### src/hpmc_consts.svh
// Offsets, field positions, configuration width and reset values of the host port mode bank.
// Assumes inclusion by bare name from the design files.
`ifndef HPMC_CONSTS_SVH
`define HPMC_CONSTS_SVH
`define HPMC_OFS_CONFIG    32'h40000008
`define HPMC_OFS_PAGE_TOP  32'h4000000c
`define HPMC_OFS_PAGE_UMB  32'h40000010
`define HPMC_BIT_BYTE_ADDR 4
`define HPMC_BIT_FULLWORD  3
`define HPMC_BIT_SEP_BUS   2
`define HPMC_BIT_PAGED     1
`define HPMC_BIT_ENABLE    0
`define HPMC_CFG_W         5
`define HPMC_RST_CONFIG    5'h00
`define HPMC_RST_PAGE      8'h00
`endif

### src/hpmc_pkg.sv
// Types shared by the host port mode bank.
// Assumes nothing beyond a SystemVerilog compiler.
package hpmc_pkg;
  typedef enum logic [1:0] {
    HPMC_MUX_HALF,
    HPMC_MUX_FULL,
    HPMC_SEPARATE
  } hpmc_bus_mode_t;
endpackage

### src/hpmc_addr_compose.sv
// Forms the internal address of a host access from the host supplied address.
// Assumes page bytes and mode bits come from the configuration bank.
`timescale 1ns/1ns
module hpmc_addr_compose
  import hpmc_pkg::*;
(
  input  wire logic           clk,
  input  wire logic           srst,
  input  wire hpmc_bus_mode_t busMode,
  input  wire logic           hostAddrIsByte,
  input  wire logic           pagedAddressingEn,
  input  wire logic [7:0]     pageAddrTopByte,
  input  wire logic [7:0]     pageAddrUpperMidByte,
  input  wire logic [31:0]    hostAddressRegister,
  input  wire logic [15:0]    hostAddrIn,
  output logic      [31:0]    internalAddr_ff
);
  // Word addresses become byte addresses by two low zero bits
  function automatic logic [31:0] toByteAddr(input logic [31:0] a, input logic isByte);
    toByteAddr = isByte ? a : {a[29:0], 2'b00};
  endfunction

  logic [31:0] nxt_internalAddr;
  logic [31:0] fromReg;
  logic [31:0] fromPins;

  always_comb begin
    fromReg  = toByteAddr(hostAddressRegister, hostAddrIsByte);
    fromPins = toByteAddr({16'h0000, hostAddrIn}, hostAddrIsByte);
    if (busMode == HPMC_SEPARATE) begin
      nxt_internalAddr = {pageAddrTopByte, pageAddrUpperMidByte, fromPins[15:0]};
    end else if (pagedAddressingEn) begin
      nxt_internalAddr = {pageAddrTopByte, pageAddrUpperMidByte, fromReg[15:0]};
    end else begin
      nxt_internalAddr = fromReg;
    end
  end

  always_ff @(posedge clk) begin
    if (srst) begin
      internalAddr_ff <= 32'h00000000;
    end else begin
      internalAddr_ff <= nxt_internalAddr;
    end
  end
endmodule

### src/hpmc_mode_bank.sv
// Host port mode bank: three registers on an AHB-Lite slave plus the mode outputs.
// Assumes one bus master, whole word single transfers, clk at 100 MHz.
//
// Added by the designer: the AHB-Lite interface to the registers.
`timescale 1ns/1ns
`include "hpmc_consts.svh"
module hpmc_mode_bank
  import hpmc_pkg::*;
(
  input  wire logic        clk,
  input  wire logic        srst,
  input  wire logic        hsel,
  input  wire logic [31:0] haddr,
  input  wire logic [1:0]  htrans,
  input  wire logic        hwrite,
  input  wire logic [2:0]  hsize,
  input  wire logic [31:0] hwdata,
  input  wire logic        hready,
  output logic             hreadyout,
  output logic             hresp,
  output logic      [31:0] hrdata_ff,
  input  wire logic        hostDataStrobe,
  input  wire logic [15:0] hostAddrIn,
  input  wire logic [31:0] hostAddressRegister,
  input  wire logic        internalAccessDone,
  input  wire logic        memIfaceUpperDataDriveReq,
  output logic             memIfaceUpperDataOe_n,
  output logic             hostReadyOut,
  output logic             hostAccessReq_ff,
  output logic      [31:0] internalAddr_ff,
  output logic             hostAddrIsByte,
  output logic             hostDataWide,
  output logic             separateAddrBusEn,
  output logic             pagedAddressingEn,
  output logic             portEnable
);
  logic [`HPMC_CFG_W-1:0] config_ff;
  logic [7:0]             pageTop_ff;
  logic [7:0]             pageUmb_ff;
  logic                   wrPend_ff;
  logic [31:0]            wrAddr_ff;
  logic                   addrPhase;
  logic [31:0]            rdValue;
  hpmc_bus_mode_t         busMode;

  function automatic logic isReg(input logic [31:0] a, input logic [31:0] ofs);
    isReg = (a == ofs);
  endfunction

  // Zero wait state slave, response always OKAY
  assign hreadyout = 1'b1;
  assign hresp     = 1'b0;
  assign addrPhase = hsel && hready && htrans[1];

  always_ff @(posedge clk) begin
    if (srst) begin
      wrPend_ff <= 1'b0;
      wrAddr_ff <= 32'h00000000;
    end else begin
      wrPend_ff <= addrPhase && hwrite;
      wrAddr_ff <= haddr;
    end
  end

  always_ff @(posedge clk) begin
    if (srst) begin
      config_ff <= `HPMC_RST_CONFIG;
    end else if (wrPend_ff && isReg(wrAddr_ff, `HPMC_OFS_CONFIG)) begin
      config_ff <= hwdata[`HPMC_CFG_W-1:0];
    end
  end

  always_ff @(posedge clk) begin
    if (srst) begin
      pageTop_ff <= `HPMC_RST_PAGE;
    end else if (wrPend_ff && isReg(wrAddr_ff, `HPMC_OFS_PAGE_TOP)) begin
      pageTop_ff <= hwdata[7:0];
    end
  end

  always_ff @(posedge clk) begin
    if (srst) begin
      pageUmb_ff <= `HPMC_RST_PAGE;
    end else if (wrPend_ff && isReg(wrAddr_ff, `HPMC_OFS_PAGE_UMB)) begin
      pageUmb_ff <= hwdata[7:0];
    end
  end

  always_comb begin
    rdValue = 32'h00000000;
    if (isReg(haddr, `HPMC_OFS_CONFIG)) begin
      rdValue[`HPMC_CFG_W-1:0] = config_ff;
    end else if (isReg(haddr, `HPMC_OFS_PAGE_TOP)) begin
      rdValue[7:0] = pageTop_ff;
    end else if (isReg(haddr, `HPMC_OFS_PAGE_UMB)) begin
      rdValue[7:0] = pageUmb_ff;
    end
  end

  // Read data sampled at the address phase; a write in the same edge is not yet visible
  always_ff @(posedge clk) begin
    if (srst) begin
      hrdata_ff <= 32'h00000000;
    end else if (addrPhase && !hwrite) begin
      hrdata_ff <= rdValue;
    end
  end

  assign hostAddrIsByte    = config_ff[`HPMC_BIT_BYTE_ADDR];
  assign separateAddrBusEn = config_ff[`HPMC_BIT_SEP_BUS];
  assign portEnable        = config_ff[`HPMC_BIT_ENABLE];
  assign pagedAddressingEn = config_ff[`HPMC_BIT_PAGED] && !separateAddrBusEn;

  always_comb begin
    case ({separateAddrBusEn, config_ff[`HPMC_BIT_FULLWORD]})
      2'b00:   busMode = HPMC_MUX_HALF;
      2'b01:   busMode = HPMC_MUX_FULL;
      default: busMode = HPMC_SEPARATE;
    endcase
  end
  assign hostDataWide = (busMode != HPMC_MUX_HALF);

  assign memIfaceUpperDataOe_n = !(memIfaceUpperDataDriveReq && !separateAddrBusEn);

  always_ff @(posedge clk) begin
    if (srst) begin
      hostAccessReq_ff <= 1'b0;
    end else begin
      hostAccessReq_ff <= hostDataStrobe && portEnable;
    end
  end

  assign hostReadyOut = portEnable && internalAccessDone;

  hpmc_addr_compose u_compose (
    .clk                  (clk),
    .srst                 (srst),
    .busMode              (busMode),
    .hostAddrIsByte       (hostAddrIsByte),
    .pagedAddressingEn    (pagedAddressingEn),
    .pageAddrTopByte      (pageTop_ff),
    .pageAddrUpperMidByte (pageUmb_ff),
    .hostAddressRegister  (hostAddressRegister),
    .hostAddrIn           (hostAddrIn),
    .internalAddr_ff      (internalAddr_ff)
  );

  a_cfg_write_lands: assert property (@(posedge clk) disable iff (srst)
    wrPend_ff && isReg(wrAddr_ff, `HPMC_OFS_CONFIG)
    |=> portEnable == $past(hwdata[`HPMC_BIT_ENABLE]))
    else $error("Enable bit did not take the written value");

  a_byte_addr_bit: assert property (@(posedge clk) disable iff (srst)
    wrPend_ff && isReg(wrAddr_ff, `HPMC_OFS_CONFIG)
    |=> hostAddrIsByte == $past(hwdata[`HPMC_BIT_BYTE_ADDR]))
    else $error("Address type bit did not take the written value");

  a_width_muxed: assert property (@(posedge clk) disable iff (srst)
    !separateAddrBusEn |-> hostDataWide == config_ff[`HPMC_BIT_FULLWORD])
    else $error("Data width does not follow the fullword bit");

  a_width_ignored: assert property (@(posedge clk) disable iff (srst)
    separateAddrBusEn |-> hostDataWide && busMode == HPMC_SEPARATE)
    else $error("Width bit acted in separate bus mode");

  a_sep_bus_bit: assert property (@(posedge clk) disable iff (srst)
    wrPend_ff && isReg(wrAddr_ff, `HPMC_OFS_CONFIG) && hwdata[`HPMC_BIT_SEP_BUS]
    |=> separateAddrBusEn && hostDataWide)
    else $error("Separate bus mode not entered after write");

  a_mem_no_drive: assert property (@(posedge clk) disable iff (srst)
    separateAddrBusEn |-> memIfaceUpperDataOe_n)
    else $error("Memory interface drives shared pins in separate bus mode");

  a_mem_drive_ok: assert property (@(posedge clk) disable iff (srst)
    !separateAddrBusEn && memIfaceUpperDataDriveReq |-> !memIfaceUpperDataOe_n)
    else $error("Memory interface blocked while multiplexed");

  a_page_top: assert property (@(posedge clk) disable iff (srst)
    separateAddrBusEn && $stable(pageTop_ff)
    |=> internalAddr_ff[31:24] == $past(pageTop_ff))
    else $error("Top page byte not on address bits 31 to 24");

  a_page_umb: assert property (@(posedge clk) disable iff (srst)
    pagedAddressingEn && $stable(pageUmb_ff)
    |=> internalAddr_ff[23:16] == $past(pageUmb_ff))
    else $error("Upper middle page byte not on address bits 23 to 16");

  a_full_address: assert property (@(posedge clk) disable iff (srst)
    !separateAddrBusEn && !pagedAddressingEn && hostAddrIsByte
    |=> internalAddr_ff == $past(hostAddressRegister))
    else $error("Full host address not passed through");

  a_reset_clear: assert property (@(posedge clk)
    srst |=> config_ff == `HPMC_RST_CONFIG && pageTop_ff == `HPMC_RST_PAGE
    && pageUmb_ff == `HPMC_RST_PAGE)
    else $error("Bank not cleared by reset");

  a_strobe_ignored: assert property (@(posedge clk) disable iff (srst)
    !portEnable |=> !hostAccessReq_ff)
    else $error("Host access made while port disabled");

  a_ready_gated: assert property (@(posedge clk) disable iff (srst)
    hostReadyOut |-> portEnable && internalAccessDone)
    else $error("Ready given while disabled or not done");

  a_read_data: assert property (@(posedge clk) disable iff (srst)
    addrPhase && !hwrite && isReg(haddr, `HPMC_OFS_PAGE_TOP)
    |=> hrdata_ff == {24'h000000, $past(pageTop_ff)})
    else $error("Page top byte read back wrong");

  a_cfg_word_lands: assert property (@(posedge clk) disable iff (srst)
    wrPend_ff && isReg(wrAddr_ff, `HPMC_OFS_CONFIG)
    |=> config_ff == $past(hwdata[`HPMC_CFG_W-1:0]))
    else $error("Configuration bits did not take the written word");

  a_cfg_holds: assert property (@(posedge clk) disable iff (srst)
    !(wrPend_ff && isReg(wrAddr_ff, `HPMC_OFS_CONFIG)) |=> $stable(config_ff))
    else $error("Configuration changed without a write");

  a_top_write_lands: assert property (@(posedge clk) disable iff (srst)
    wrPend_ff && isReg(wrAddr_ff, `HPMC_OFS_PAGE_TOP)
    |=> pageTop_ff == $past(hwdata[7:0]))
    else $error("Top page byte did not take the written value");

  a_top_holds: assert property (@(posedge clk) disable iff (srst)
    !(wrPend_ff && isReg(wrAddr_ff, `HPMC_OFS_PAGE_TOP)) |=> $stable(pageTop_ff))
    else $error("Top page byte changed without a write");

  a_umb_write_lands: assert property (@(posedge clk) disable iff (srst)
    wrPend_ff && isReg(wrAddr_ff, `HPMC_OFS_PAGE_UMB)
    |=> pageUmb_ff == $past(hwdata[7:0]))
    else $error("Upper middle page byte did not take the written value");

  a_umb_holds: assert property (@(posedge clk) disable iff (srst)
    !(wrPend_ff && isReg(wrAddr_ff, `HPMC_OFS_PAGE_UMB)) |=> $stable(pageUmb_ff))
    else $error("Upper middle page byte changed without a write");

  a_read_config: assert property (@(posedge clk) disable iff (srst)
    addrPhase && !hwrite && isReg(haddr, `HPMC_OFS_CONFIG)
    |=> hrdata_ff == {27'h0, $past(config_ff)})
    else $error("Configuration read back wrong");

  a_read_umb: assert property (@(posedge clk) disable iff (srst)
    addrPhase && !hwrite && isReg(haddr, `HPMC_OFS_PAGE_UMB)
    |=> hrdata_ff == {24'h000000, $past(pageUmb_ff)})
    else $error("Upper middle page byte read back wrong");

  a_read_unmapped: assert property (@(posedge clk) disable iff (srst)
    addrPhase && !hwrite && !isReg(haddr, `HPMC_OFS_CONFIG) && !isReg(haddr, `HPMC_OFS_PAGE_TOP)
    && !isReg(haddr, `HPMC_OFS_PAGE_UMB)
    |=> hrdata_ff == 32'h00000000)
    else $error("Unmapped address did not read zero");

  a_rdata_holds: assert property (@(posedge clk) disable iff (srst)
    !(addrPhase && !hwrite) |=> $stable(hrdata_ff))
    else $error("Read data changed without a read");

  a_paged_top: assert property (@(posedge clk) disable iff (srst)
    pagedAddressingEn |=> internalAddr_ff[31:24] == $past(pageTop_ff))
    else $error("Top page byte missing in paged mode");

  a_sep_umb: assert property (@(posedge clk) disable iff (srst)
    separateAddrBusEn |=> internalAddr_ff[23:16] == $past(pageUmb_ff))
    else $error("Upper middle page byte missing in separate bus mode");

  a_paged_mux_only: assert property (@(posedge clk) disable iff (srst)
    pagedAddressingEn |-> !separateAddrBusEn && config_ff[`HPMC_BIT_PAGED])
    else $error("Paging active outside multiplexed page mode");

  a_paged_low_half: assert property (@(posedge clk) disable iff (srst)
    pagedAddressingEn |=> internalAddr_ff[15:0] == ($past(hostAddrIsByte) ? $past(hostAddressRegister[15:0])
    : {$past(hostAddressRegister[13:0]), 2'b00}))
    else $error("Low address half wrong in paged mode");

  a_sep_low_half: assert property (@(posedge clk) disable iff (srst)
    separateAddrBusEn |=> internalAddr_ff[15:0] == ($past(hostAddrIsByte) ? $past(hostAddrIn)
    : {$past(hostAddrIn[13:0]), 2'b00}))
    else $error("Host address pins not on the low address half");

  a_word_full_address: assert property (@(posedge clk) disable iff (srst)
    !separateAddrBusEn && !pagedAddressingEn && !hostAddrIsByte
    |=> internalAddr_ff == {$past(hostAddressRegister[29:0]), 2'b00})
    else $error("Word address not turned into a byte address");

  a_half_width: assert property (@(posedge clk) disable iff (srst)
    !separateAddrBusEn && !config_ff[`HPMC_BIT_FULLWORD] |-> busMode == HPMC_MUX_HALF && !hostDataWide)
    else $error("Half-word mode not selected");

  a_mem_no_req: assert property (@(posedge clk) disable iff (srst)
    !memIfaceUpperDataDriveReq |-> memIfaceUpperDataOe_n)
    else $error("Memory interface drives shared pins unasked");

  a_access_req: assert property (@(posedge clk) disable iff (srst)
    portEnable && hostDataStrobe |=> hostAccessReq_ff)
    else $error("Enabled port dropped a host strobe");

  a_no_strobe_no_req: assert property (@(posedge clk) disable iff (srst)
    !hostDataStrobe |=> !hostAccessReq_ff)
    else $error("Host access made without a strobe");

  a_ready_follows: assert property (@(posedge clk) disable iff (srst)
    portEnable && internalAccessDone |-> hostReadyOut)
    else $error("Ready withheld after a finished access");

  a_ready_disabled: assert property (@(posedge clk) disable iff (srst)
    !portEnable |-> !hostReadyOut)
    else $error("Ready given while the port is disabled");

  a_reset_modes: assert property (@(posedge clk)
    srst |=> !portEnable && !separateAddrBusEn && !pagedAddressingEn && !hostAddrIsByte && !hostDataWide)
    else $error("Mode outputs not cleared by reset");

  a_reset_regs: assert property (@(posedge clk)
    srst |=> hrdata_ff == 32'h00000000 && !hostAccessReq_ff && internalAddr_ff == 32'h00000000)
    else $error("Output registers not cleared by reset");
endmodule

### config.mk
export PLATFORM = sky130hd
export DESIGN_NAME = hpmc_mode_bank
export DESIGN_NICKNAME = d
export VERILOG_FILES = /design/src/hpmc_pkg.sv /design/src/hpmc_addr_compose.sv /design/src/hpmc_mode_bank.sv
export VERILOG_INCLUDE_DIRS = /design/src /design/src/src
export SDC_FILE = /design/constraint.sdc
export NUM_CORES = 1
export LEC_CHECK = 0
export BUFFER_PORTS_ARGS = -buffer_cell sky130_fd_sc_hd__buf_2
export CAP_MARGIN = 15
export CORE_AREA = 2 2 106 108
export DETAILED_ROUTE_END_ITERATION = 6
export DIE_AREA = 0 0 108 110
export PLACE_DENSITY = 0.69
export SLEW_MARGIN = 20
export SYNTH_ARGS = -nofsm -noshare
export SYNTH_HDL_FRONTEND = slang
export SYNTH_SLANG_ARGS = --single-unit
### constraint.sdc
create_clock -name clk -period 3.08 [get_ports clk]
set_clock_uncertainty 0.15 [all_clocks]
set_input_delay 0.308 -clock clk [delete_from_list [all_inputs] [get_ports clk]]
set_output_delay 0.308 -clock clk [all_outputs]
set_load 0.05 [all_outputs]
======== Word-level counts from Yosys, hierarchy flattened ========
Cells that the tools add are included.
storage, ports and cells
  register bits after elaboration ......... 95
  bits of input ports ..................... 125
  output and inout bits ................... 74
  word-level logic and storage cells ...... 41
cells by class
  eq/ne operators ......................... 8
  mux-type cells .......................... 9
  reductions and logical operators ........ 16
operators by type and width
  operator                                          count
  == test 32 x 31 -> 1 bit (second input constant)  6
  two-way mux 32 bit                                3
  two-way mux 16 bit                                1
  two-way mux 8 bit                                 2
  logical AND 1 bit                                 11
  two-way mux 5 bit                                 1
  one-hot mux 2 bit (2 select lines)                1
  logical NOT 1 bit                                 3
  two-way mux 3 bit                                 1
  == test 2 x 1 -> 1 bit (second input constant)    1
  == test 2 bit (second input constant)             1
  logical NOT 2 bit                                 1
  nonzero test 2 bit                                1

======== Depth between registers and ports, before layout ========
  word-level depth ........................ 4
  gate-level depth with buffers ........... 6

======== By module ========
From an unflattened synthesis, not the netlist that was laid out.
unflattened totals
  cell total of the unflattened synthesis .. 430
  area, all modules ....................... 4282.9 um2
modules (own cells, without submodules)
  module             times used  cells an instance  area each (um2)
  hpmc_mode_bank     1           266                2698.8
  hpmc_addr_compose  1           164                1584.0

======== Least setup slack after synthesis ========
OpenSTA, ideal clock, no wires.
  path kind ............................... register -> register
  start ................................... reg config_ff[2]
  end ..................................... reg u_compose.internalAddr_ff[12]
  setup time .............................. 0.128 ns
  data arrival time ....................... 1.739 ns
  data required time ...................... 2.802 ns
  path slack .............................. 1.063 ns
  stages on the path, launching flop included .. 4
  period minus slack after synthesis ...... 2.017 ns
  cells stage by stage .................... dfxtp_1 buf_2 mux4_2 nor2b_1
between the ends
  longest elaborated chain between the ends .. 4
RTL lines
  what                                                                line                     RTL
  from (decl)                                                         hpmc_mode_bank.sv:37     logic [`HPMC_CFG_W-1:0] config_ff;
  from (signal assigned)                                              hpmc_mode_bank.sv:67     config_ff <= `HPMC_RST_CONFIG;
  from (signal assigned)                                              hpmc_mode_bank.sv:69     config_ff <= hwdata[`HPMC_CFG_W-1:0];
  == test 2 x 1 -> 1 bit / logical NOT 2 bit (equally long branches)  hpmc_mode_bank.sv:115    case ({separateAddrBusEn, config_ff[`HPMC_BIT_FULLWORD]})
  one-hot mux 2 bit (2 select lines) *                                hpmc_mode_bank.sv:115
  == test 2 bit *                                                     hpmc_addr_compose.sv:30  if (busMode == HPMC_SEPARATE) begin
  two-way mux 32 bit *                                                hpmc_addr_compose.sv:30
  to (signal assigned)                                                hpmc_addr_compose.sv:43  internalAddr_ff <= nxt_internalAddr;
  to (decl)                                                           hpmc_addr_compose.sv:16  output logic [31:0] internalAddr_ff
Mark *: on every way between the ends. The rest lies on a longest branch, timed or not.
A chain may end at the register's enable or synchronous reset.

======== Worst setup path in the final report ========
  start ................................... reg wrAddr_ff[15]
  end ..................................... reg pageUmb_ff[0]
between the ends
  longest elaborated chain between the ends .. 2
RTL lines
  what                      line                  RTL
  from (decl)               hpmc_mode_bank.sv:41  logic [31:0] wrAddr_ff;
  from (signal assigned)    hpmc_mode_bank.sv:61  wrAddr_ff <= haddr;
  == test 32 x 31 -> 1 bit  hpmc_mode_bank.sv:47  isReg = (a == ofs);
  logical AND 1 bit         hpmc_mode_bank.sv:84  end else if (wrPend_ff && isReg(wrAddr_ff, `HPMC_OFS_PAGE_UMB)) begin
  to (signal assigned)      hpmc_mode_bank.sv:83  pageUmb_ff <= `HPMC_RST_PAGE;
  to (signal assigned)      hpmc_mode_bank.sv:85  pageUmb_ff <= hwdata[7:0];
  to (decl)                 hpmc_mode_bank.sv:39  logic [7:0] pageUmb_ff;
Every way passes these cells.

==> results.py <==
metrics = {
    "outcome": {
        "status": "completed",
    },
    "critical_path": {
        "arrival_ns": 2.08,
        "rr_endpoint": "pageUmb_ff[0]",
        "crit_fanout": 8,
        "crit_type": "flop to flop",
        "r2r_cells": 4,
        "r2r-start": "wrAddr_ff[15]",
        "ff2ff_setup_slack_ns": 1.08,
        "crit_path_top_delay_cell": "or3_1",
        "slowest_delay_ns": 0.64,
        "endpoint_kind": "flop",
        "cp_cell_sequence": "nor4_2, nand4b_1, or3_1, mux2i_1",
        "crit_path_start": "wrAddr_ff[15]",
        "crit_end": "pageUmb_ff[0]",
        "startpoint_type": "flop",
        "crit_required_ns": 3.16,
    },
    "global_route": {
        "grt_pass1_vias": 3052,
        "grt_pass1_wl_um": 14900,
        "antenna_found_initial": 0,
        "grt_use_total": 0.165,
        "grt_start_max_net_pins": 42,
        "grt-ovfl-total": 0,
    },
    "sta": {
        "tightestPinTransition_ns": 0.922,
        "slew_violations": 0,
        "rsz0062_at_grt": "no",
        "fmax_mhz": 500,
        "tns_ns": 0,
        "slew_headroom": 0.384,
        "period_needed_ns": 2.00,
        "setup_viol": 0,
        "fin_crit_sh": 0.649,
        "hold_viol": 0,
    },
    "layout": {
        "nets": 651,
        "drive_gt1_frac": 0.363,
        "synthToLayoutAreaGrowth_pct": 23.1,
        "layout_common_cells": "buf_2 (144), dfxtp_1 (94), nor2b_1 (47), mux2i_1 (44), nand2b_1 (31)",
        "finalInstanceArea_mm2": 0.00516,
        "final_common_cell": "buf_2",
        "diodes": 0,
    },
    "placement": {
        "io_buffers": 144,
        "placed_area_mm2": 0.00491,
        "gp_congestion": 0.805,
        "dp_hpwl_um": 7570,
    },
    "power": {
        "peakVddDrop_uv": 177,
        "p_total_uw": 2560,
        "p_leak_uw": 0.00230,
        "powerDensity_mw_per_mm2": 497,
    },
    "routing": {
        "wl_met2_um": 5150,
        "first_pass_iters": 4,
        "ant_nets": 0,
        "via_per_inst": 4.85,
        "drc": 0,
        "drtIter0Drc": 125,
        "top_layer": "met4",
        "via_count": 3257,
        "wl_um": 10000,
        "drt-met1-wl_um": 4190,
        "wl_per_cell_um": 15.0,
        "wl_met3_um": 514,
    },
    "clock_tree": {
        "path_clk_slew_ns": 0.09,
        "h-tree-depth": 3,
        "clock_latency_ns": 0.37,
        "cts_made_buffers": 9,
        "cts_hold_buf": 1,
        "cts_resized": 0,
        "cts_setup_buffers": 0,
        "clockRootBuffer": "clkbuf_8",
        "cts_tree": "yes",
        "clockBufferDepth": 2,
        "cts_sinks": 95,
    },
    "die": {
        "fp-row-count": 38,
        "core-area_mm2": 0.0107,
        "io_pins": 199,
        "dieHeight_um": 110,
        "initial_utilization": 0.392,
        "die_area_mm2": 0.0119,
        "die_w_um": 108,
    },
    "flow_run": {
        "cap_violations": 0,
    },
    "synthesis": {
        "synthFlopType": "dfxtp_1",
        "synth-seq-cells": 95,
        "syn-cell-area_mm2": 0.00419,
        "post_synth.cell_area_avg_um2": 10.7,
        "ys_async_sr_fraction": 0,
        "yosysSeqAreaShare": 0.454,
        "synth-edff-count": 0,
        "synthCells": 392,
        "ys_types": 38,
        "yosys_warnings": 0,
    },
    "min_path": {
        "hp-class": "input pin to flop",
    },
}
how the worst min path moves through the flow:
stage	cells after the start	slack (ns)	end	start
after detailed placement	2	0.29	hrdata_ff[7]	hrdata_ff[7]
final	2	0.02	wrAddr_ff[15]	haddr[15]
after CTS	2	0.0004	wrAddr_ff[14]	haddr[14]
after global placement	2	0.29	hrdata_ff[4]	hrdata_ff[4]
after global routing	2	0.005	wrAddr_ff[15]	haddr[15]
after floorplan	2	0.28	hostAccessReq_ff	hostDataStrobe
final cells by class:
cell class                 instances  area [um2]
clock buffer                      11         141
clock inverter                     5        81.3
fill                            1025        5540
multi-input combinational        268        2060
sequential                        95        1900
tap                              140         175
timing repair buffer             152         798
per-layer routing:
layer,vias to the layer above,global-route usage
li1,1591,-
met1,1559,0.195
met2,93,0.288
met3,14,0.0394
met4,0,0.0678
met5,-,0
stage by stage:
step | cells | utilization | setup slack [ns] | hold slack, ns
2_1_floorplan | 416 | - | 1.06 | 0.281
3_3_place_gp | 653 | 0.459 | 1.12 | 0.292
3_5_place_dp | 653 | 0.459 | 1.08 | 0.294
4_1_cts | 670 | 0.481 | 1.06 | 0.000354
5_1_grt | 671 | 0.482 | 0.970 | 0.00459
6_report | 671 | 0.482 | 1.08 | 0.0216
registers in the layout, summed over array words and instances (netlist names):
| name | cells |
|---|---|
| pageTop_ff | 8 |
| u_compose.internalAddr_ff | 32 |
| wrPend_ff | 1 |
| hrdata_ff | 8 |
| wrAddr_ff | 32 |
| hostAccessReq_ff | 1 |
| config_ff | 5 |
| pageUmb_ff | 8 |
logic make-up after synthesis:
logic type | Yosys count | share of synthesized area
other | 2 | 0.00179
buffers and inverters | 53 | 0.0768
and+or+nand+nor | 151 | 0.230
DFF | 95 | 0.454
muxes | 58 | 0.180
AOI/OAI and AO/OA | 33 | 0.0568
where the power goes:
group	switching (uW)	internal [uW]	total (uW)
clock network	436	480	916
registers	15.3	1270	1290
logic	239	119	358
synthesized netlist by cell type (all sizes together), types with 3 or more instances:
| cell type | n | area (um2) |
|---|---|---|
| a211oi | 16 | 120 |
| a21oi | 8 | 40.0 |
| a22o | 3 | 26.3 |
| buf | 35 | 253 |
| clkbuf | 18 | 68.8 |
| dfxtp | 95 | 1900 |
| mux2i | 44 | 440 |
| mux4 | 14 | 315 |
| nand2 | 9 | 33.8 |
| nand2b | 31 | 194 |
| nand4 | 8 | 50.1 |
| nand4b | 4 | 41.3 |
| nor2 | 22 | 82.6 |
| nor2b | 47 | 294 |
| nor4 | 11 | 109 |
| o2bb2ai | 5 | 43.8 |
| or3 | 3 | 18.8 |
critical path: cells and delay by family (launching register included):
kind	cells	cell delay [ns]
multiplexers	1	0.20
AND/OR/NAND/NOR	3	1.20
flip-flops	1	0.32
(Power assumes the default switching activity.)
